<file path="src/common/fcd_regs_regs.svh">
`ifndef FCD_REGS_REGS_SVH
`define FCD_REGS_REGS_SVH

// Build-time detector selection codes
`define FCD_SEL_OFF    2'h0
`define FCD_SEL_32     2'h1
`define FCD_SEL_22     2'h2
`define FCD_SEL_BOTH   2'h3

// Metric thresholds (below means match or comb free)
`define FCD_MATCH_THR  16'h0040
`define FCD_COMB_THR   16'h0040

// Cadence counts
`define FCD_GAP32      3'h4
`define FCD_GAP_MAX    3'h7
`define FCD_PER32      2'h2
`define FCD_MISS32     4'hb
`define FCD_LOCK22     3'h6
`define FCD_UNLOCK22   2'h3
`define FCD_SEEN_FULL  2'h2
`endif

</file>
<file path="src/common/fcd_pkg.sv">
package fcd_pkg;

  typedef enum logic [1:0] {
    FCD_PASS,
    FCD_WEAVE_CUR,
    FCD_WEAVE_PAST
  } fcd_mode_t;

  // One field summary from the upstream field source
  typedef struct packed {
    logic        parity;
    logic [15:0] diff;
    logic [15:0] comb;
  } fcd_field_t;

  // One decision for the frame output path
  typedef struct packed {
    fcd_mode_t mode;
    logic      lock32;
    logic      lock22;
    logic      parity;
  } fcd_dec_t;

  typedef struct packed {
    logic [1:0] seen;
    logic       have_m;
    logic [2:0] gap;
    logic [1:0] per;
    logic [3:0] miss;
    logic       lock32;
    logic       prev_cf;
    logic [2:0] cad;
    logic [1:0] nc;
    logic       lock22;
    fcd_dec_t   e0;
    fcd_dec_t   e1;
    logic       v0;
    logic       v1;
    logic       rdy;
  } fcd_state_t;

endpackage : fcd_pkg

</file>
<file path="src/hdl/fcd_top.sv">
`timescale 1ns/100ps
`include "fcd_regs_regs.svh"

module fcd_top #(
  parameter logic [1:0] CADENCE_SEL = `FCD_SEL_BOTH
) (
  input  wire logic               clk_sys,
  input  wire logic               rstn,
  input  wire logic               in_valid,
  input  wire fcd_pkg::fcd_field_t in_field,
  output      logic               in_ready,
  output      logic               out_valid,
  input  wire logic               out_ready,
  output      fcd_pkg::fcd_dec_t  out_dec,
  output      logic               lock32,
  output      logic               lock22
);

  localparam logic EN32 = (CADENCE_SEL == `FCD_SEL_32) ||
                          (CADENCE_SEL == `FCD_SEL_BOTH);
  localparam logic EN22 = (CADENCE_SEL == `FCD_SEL_22) ||
                          (CADENCE_SEL == `FCD_SEL_BOTH);

  fcd_pkg::fcd_state_t q;
  fcd_pkg::fcd_state_t d;
  fcd_pkg::fcd_dec_t   nd;
  logic                acc;
  logic                pop;
  logic                match;
  logic                cfree;
  logic                cadf;
  logic [1:0]          per_n;

  always_comb begin
    d     = q;
    nd    = '0;
    per_n = q.per;
    acc   = in_valid && q.rdy;
    pop   = q.v0 && out_ready;
    match = in_field.diff < `FCD_MATCH_THR;
    cfree = in_field.comb < `FCD_COMB_THR;
    // A still picture is comb free on every field; only alternation counts
    cadf  = (q.seen != 2'h0) && (cfree != q.prev_cf);
    if (acc) begin
      if (q.seen != `FCD_SEEN_FULL) begin
        d.seen = q.seen + 2'h1;
      end
      // Needs two earlier fields so a same-parity partner exists
      if (EN32 && q.seen == `FCD_SEEN_FULL) begin
        if (match) begin
          // Only exact match-to-match spacing confirms a period
          if (q.have_m && q.gap == `FCD_GAP32) begin
            if (q.per != `FCD_PER32) begin
              per_n = q.per + 2'h1;
            end
          end else begin
            per_n = 2'h0;
          end
          d.per    = per_n;
          d.have_m = 1'b1;
          d.gap    = 3'h0;
          d.miss   = 4'h0;
          if (per_n == `FCD_PER32) begin
            d.lock32 = 1'b1;
          end
        end else begin
          if (q.gap != `FCD_GAP_MAX) begin
            d.gap = q.gap + 3'h1;
          end
          if (q.gap >= `FCD_GAP32) begin
            d.per = 2'h0;
          end
          if (q.miss != `FCD_MISS32) begin
            d.miss = q.miss + 4'h1;
          end
          if (q.miss + 4'h1 == `FCD_MISS32) begin
            d.lock32 = 1'b0;
            d.per    = 2'h0;
          end
        end
      end
      if (EN22) begin
        d.prev_cf = cfree;
        if (cadf) begin
          d.nc = 2'h0;
          if (q.cad != `FCD_LOCK22) begin
            d.cad = q.cad + 3'h1;
          end
          if (q.cad + 3'h1 == `FCD_LOCK22) begin
            d.lock22 = 1'b1;
          end
        end else begin
          d.cad = 3'h0;
          if (q.nc != `FCD_UNLOCK22) begin
            d.nc = q.nc + 2'h1;
          end
          if (q.nc + 2'h1 == `FCD_UNLOCK22) begin
            d.lock22 = 1'b0;
          end
        end
      end
      // 3:2 phase: repeat field and every second field after it weave
      // with the previous one; the others take the two past fields
      nd.parity = in_field.parity;
      nd.lock32 = d.lock32;
      nd.lock22 = d.lock22;
      if (d.lock32) begin
        nd.mode = d.gap[0] ? fcd_pkg::FCD_WEAVE_PAST
                           : fcd_pkg::FCD_WEAVE_CUR;
      end else if (d.lock22) begin
        nd.mode = cfree ? fcd_pkg::FCD_WEAVE_CUR
                        : fcd_pkg::FCD_WEAVE_PAST;
      end else begin
        nd.mode = fcd_pkg::FCD_PASS;
      end
    end
    // Two-entry buffer: a stalled receiver loses no decision
    if (pop) begin
      d.e0 = q.e1;
      d.v0 = q.v1;
      d.v1 = 1'b0;
    end
    if (acc) begin
      if (!d.v0) begin
        d.e0 = nd;
        d.v0 = 1'b1;
      end else begin
        d.e1 = nd;
        d.v1 = 1'b1;
      end
    end
    d.rdy = !d.v1;
  end

  always_ff @(posedge clk_sys) begin
    if (!rstn) begin
      q <= '0;
    end else begin
      q <= d;
    end
  end

  assign in_ready  = q.rdy;
  assign out_valid = q.v0;
  assign out_dec   = q.e0;
  assign lock32    = q.lock32;
  assign lock22    = q.lock22;
endmodule : fcd_top

</file>
<file path="config.mk">
export PLATFORM = sky130hd
export DESIGN_NAME = fcd_top
export DESIGN_NICKNAME = d
export VERILOG_FILES = /design/src/common/fcd_pkg.sv /design/src/hdl/fcd_top.sv
export VERILOG_INCLUDE_DIRS = /design/src /design/src/common
export SDC_FILE = /design/constraint.sdc
export NUM_CORES = 1
export LEC_CHECK = 0
export BUFFER_PORTS_ARGS = -buffer_cell sky130_fd_sc_hd__buf_2
export CORE_ASPECT_RATIO = 0.5
export CORE_MARGIN = 1.5
export CORE_UTILIZATION = 48
export DETAILED_ROUTE_END_ITERATION = 7
export PLACE_DENSITY = 0.79
export SYNTH_ARGS = -nofsm -noshare
export SYNTH_HDL_FRONTEND = slang
export SYNTH_SLANG_ARGS = --single-unit
</file>
<file path="constraint.sdc">
create_clock -name clk_sys -period 2.28 [get_ports clk_sys]
set_input_delay 0.456 -clock clk_sys [delete_from_list [all_inputs] [get_ports clk_sys]]
set_output_delay 0.456 -clock clk_sys [all_outputs]
set_load 0.02 [all_outputs]
</file>
==> flow_metrics.env <==
export IMPL_grt_pass1_vias=1619
export IMPL_avgRoutedWirePerCell_um=13.62
export IMPL_worst_path_max_fanout=3
export IMPL_grt_setup_unrepaired="false"
export IMPL_root_buffer="clkbuf_8"
export IMPL_slew_headroom_pct=63.17
export IMPL_synth_ff_type="dfxtp_1"
export IMPL_cts_setup_buffers=0
export IMPL_antenna_found_initial=0
export IMPL_cts_sinks=33
export IMPL_ant_nets=0
export IMPL_finalHoldViolations=0
export IMPL_ff2ff_path_depth=8
export IMPL_finalCritPeriodShare_pct=95.55
export IMPL_grt_pass1_wl_mm=7.127
export IMPL_area_growth_pct=19.29
export IMPL_cts_made_buffers=5
export IMPL_status="completed"
export IMPL_cp_data_arrival_time_ns=2.39
export IMPL_drt_pre_antenna_iters=4
export IMPL_dr_first_iter_drc_count=100
export IMPL_port_buffers=33
export IMPL_post_route_min_period_ns=2.179
export IMPL_grt_use_total_pct=20.75
export IMPL_routabilityCongestion=0.8651
export IMPL_layout_drive_gt1_share_pct=25.28
export IMPL_post_route_util_pct=59.38
export IMPL_multiInputGateArea_sq_mm=0.001152
export IMPL_seqCellArea_sq_um=661.9
export IMPL_cap_viol_max_count=0
export IMPL_dr_total_vias=1787
export IMPL_ys_types=52
export IMPL_fmax_mhz=459.0
export IMPL_diodes=0
export IMPL_n_fill_cell=359
export IMPL_pwr_density_cell_mw_per_mm2=573.3
export IMPL_avgSynthCellArea_sq_um=8.592
export IMPL_finalWirelength_mm=4.344
export IMPL_grt_max_degree=38
export IMPL_synth_edf_count=0
export IMPL_initial_core_util_pct=49.77
export IMPL_crit_top_cell="ha_1"
export IMPL_viasPerCell=5.602
export IMPL_dp_hpwl_mm=3.204
export IMPL_clk_pin_slew_worst_paths_ns=0.07
export IMPL_syn_cell_area_sq_mm=0.001933
export IMPL_die_y_um=47.88
export IMPL_die_area_sq_mm=0.004440
export IMPL_cts_tree="built"
export IMPL_grt_overflow=0
export IMPL_worst_setup_path_end_kind="register"
export IMPL_fin_tns_setup_ns=0
export IMPL_tightest_slew_ns=0.5525
export IMPL_syn_num_nets=275
export IMPL_fp_dieW_um=92.75
export IMPL_drc=0
export IMPL_whs_path_depth=2
export IMPL_synth_seq_cells=33
export IMPL_worstHoldStart="in_field[32]"
export IMPL_crit_chain="ha_1, ha_1, or3b_2, a32oi_2, a21oi_2, buf_4, or3_1, a31oi_1"
export IMPL_htreeDepth=2
export IMPL_start_kind="register"
export IMPL_clock_path_buffers=2
export IMPL_slew_viol_final=0
export IMPL_path_class="reg2reg"
export IMPL_syn_inst=225
export IMPL_hold_class="in2reg"
export IMPL_ir_drop_mv=0.2515
export IMPL_setup_viol=0
export IMPL_core_sq_mm=0.003884
export IMPL_cp_required_ns=2.49
export IMPL_rows=16
export IMPL_ys_async_sr_fraction_pct=0
export IMPL_p_leak_uw=0.0009460
export IMPL_r2r_start="q[27]$_SDFFE_PN0P_"
export IMPL_clk_latency_ns=0.28
export IMPL_crit_slowest_cell="or3b_2"
export IMPL_ys_seq_area_share_pct=34.17
export IMPL_startpoint="q[27]$_SDFFE_PN0P_"
export IMPL_nets=314
export IMPL_synth_yosys_warnings=0
export IMPL_pin_count=46
export IMPL_max_stage_delay_ns=0.45
export IMPL_finalClockSkew_ns=0.004895
-- cells in the mapped netlist (2+ instances only) --
library cell  instances  area share [%]
nand2_1              20             3.9
a22oi_1               3             1.2
nor3_1                2            0.52
mux2_2                2             1.2
and2_1               11             3.6
nand4_1               3            0.97
a21oi_1              10             2.6
a21o_1                2            0.78
nor2_1                6             1.2
inv_1                16             3.1
and4_1                2            0.91
nor4_2                2             1.3
a31oi_1               5             1.6
a21oi_2               2            0.91
nand3_1              10             2.6
dfxtp_1              33              34
buf_4                 5             1.9
o22ai_1               3            0.97
or4_4                 2             1.2
and3_1                2            0.65
nand4b_1              2            0.91
o211a_1               2             1.0
nor2b_1               7             2.3
or4_1                 2            0.78
a32oi_1               2            0.91
o211ai_1              2            0.78
a21boi_0              5             1.9
o31ai_1               3             1.2
ha_1                 13             8.4
o21ai_0              17             4.4
clkbuf_1              6             1.2
o221ai_1              2            0.91
nor3b_1               2            0.78
-- final timing paths --
kind | end | slack, ns
setup / recovery | out_dec[4]$_SDFF_PN0_ | 0.10
hold / removal | out_dec[0]$_SDFF_PN0_ | 0.43
setup reg to reg | out_dec[4]$_SDFF_PN0_ | 0.10
hold reg to reg | q[15]$_SDFFE_PN0P_ | 0.48
-- critical path, delay by kind of cell (launching register included) --
kind / cells / cell delay (ns)
buffers and inverters: 1 / 0.15
and+or+nand+nor: 2 / 0.85
adders and majority gates: 2 / 0.38
DFF: 1 / 0.32
AOI/OAI and AO/OA: 3 / 0.41
-- power by group --
part           total [uW]  internal (uW)  switching (uW)
clock network         572            356             216
registers             604            593            11.2
logic                 145           63.1            82.3
-- state kept, by name (all words and copies together), names as in the netlist --
register / count
lock32: 1
out_dec: 5
lock22: 1
q: 24
in_ready: 1
out_valid: 1
-- kinds of logic (layout without fill, tap and decap cells) --
group / after synthesis / after routing / synth area share, %
compound gates: 65 / 65 / 23.37
xor+xnor: 2 / 2 / 0.9063
fa+ha+maj: 13 / 13 / 8.414
buf+inv: 28 / 68 / 6.796
flops: 33 / 33 / 34.17
mux: 3 / 3 / 1.683
simple gates: 81 / 81 / 24.66
-- per-stage QoR --
stage	cells	instance area (sq um)	hold WS [ns]	setup slack, ns	total power (uW)
floorplan	225	1933	0.4437	0.08548	710.0
detailed placement	311	2177	0.4750	-0.01337	759.5
global route	319	2306	0.4343	0.02123	1376
CTS	319	2305	0.4275	0.005981	1332
finish	319	2306	0.4333	0.1014	1322
global placement	311	2177	0.4570	0.03936	752.9
-- layout by cell type (no fill, tap or decap), types with 5 or more instances in the layout --
cell	n
buf_2	33
inv_1	16
a31oi_1	5
ha_1	13
and2_1	11
nand3_1	10
nor2b_1	7
a21boi_0	5
clkbuf_8	6
dfxtp_1	32
buf_4	11
nor2_1	6
nand2_1	20
o21ai_0	17
a21oi_1	9
-- layer usage --
layer	part of all wire, %	vias to the layer above	routed length [um]	track usage, %
li1	-	899	-	-
met4	1.1	0	48	5.758
met1	43	840	1884	23.32
met2	51	41	2216	41.18
met5	0	-	0	0
met3	4.5	7	194	5.397
-- layout make-up --
class / instances / area share [%]
Multi-Input combinational cell: 164 / 49.97
Clock buffer: 7 / 3.744
Sequential cell: 33 / 28.70
Timing Repair Buffer: 44 / 10.74
Clock inverter: 1 / 1.302
Tap cell: 54 / 2.930
Inverter: 16 / 2.604
-- what timing repair did --
item	CTS	global route
pin swaps	1	3
resized for setup	2	1
setup endpoints to repair	1	2
hold buffers	0	0
(Power assumes the default switching activity.)
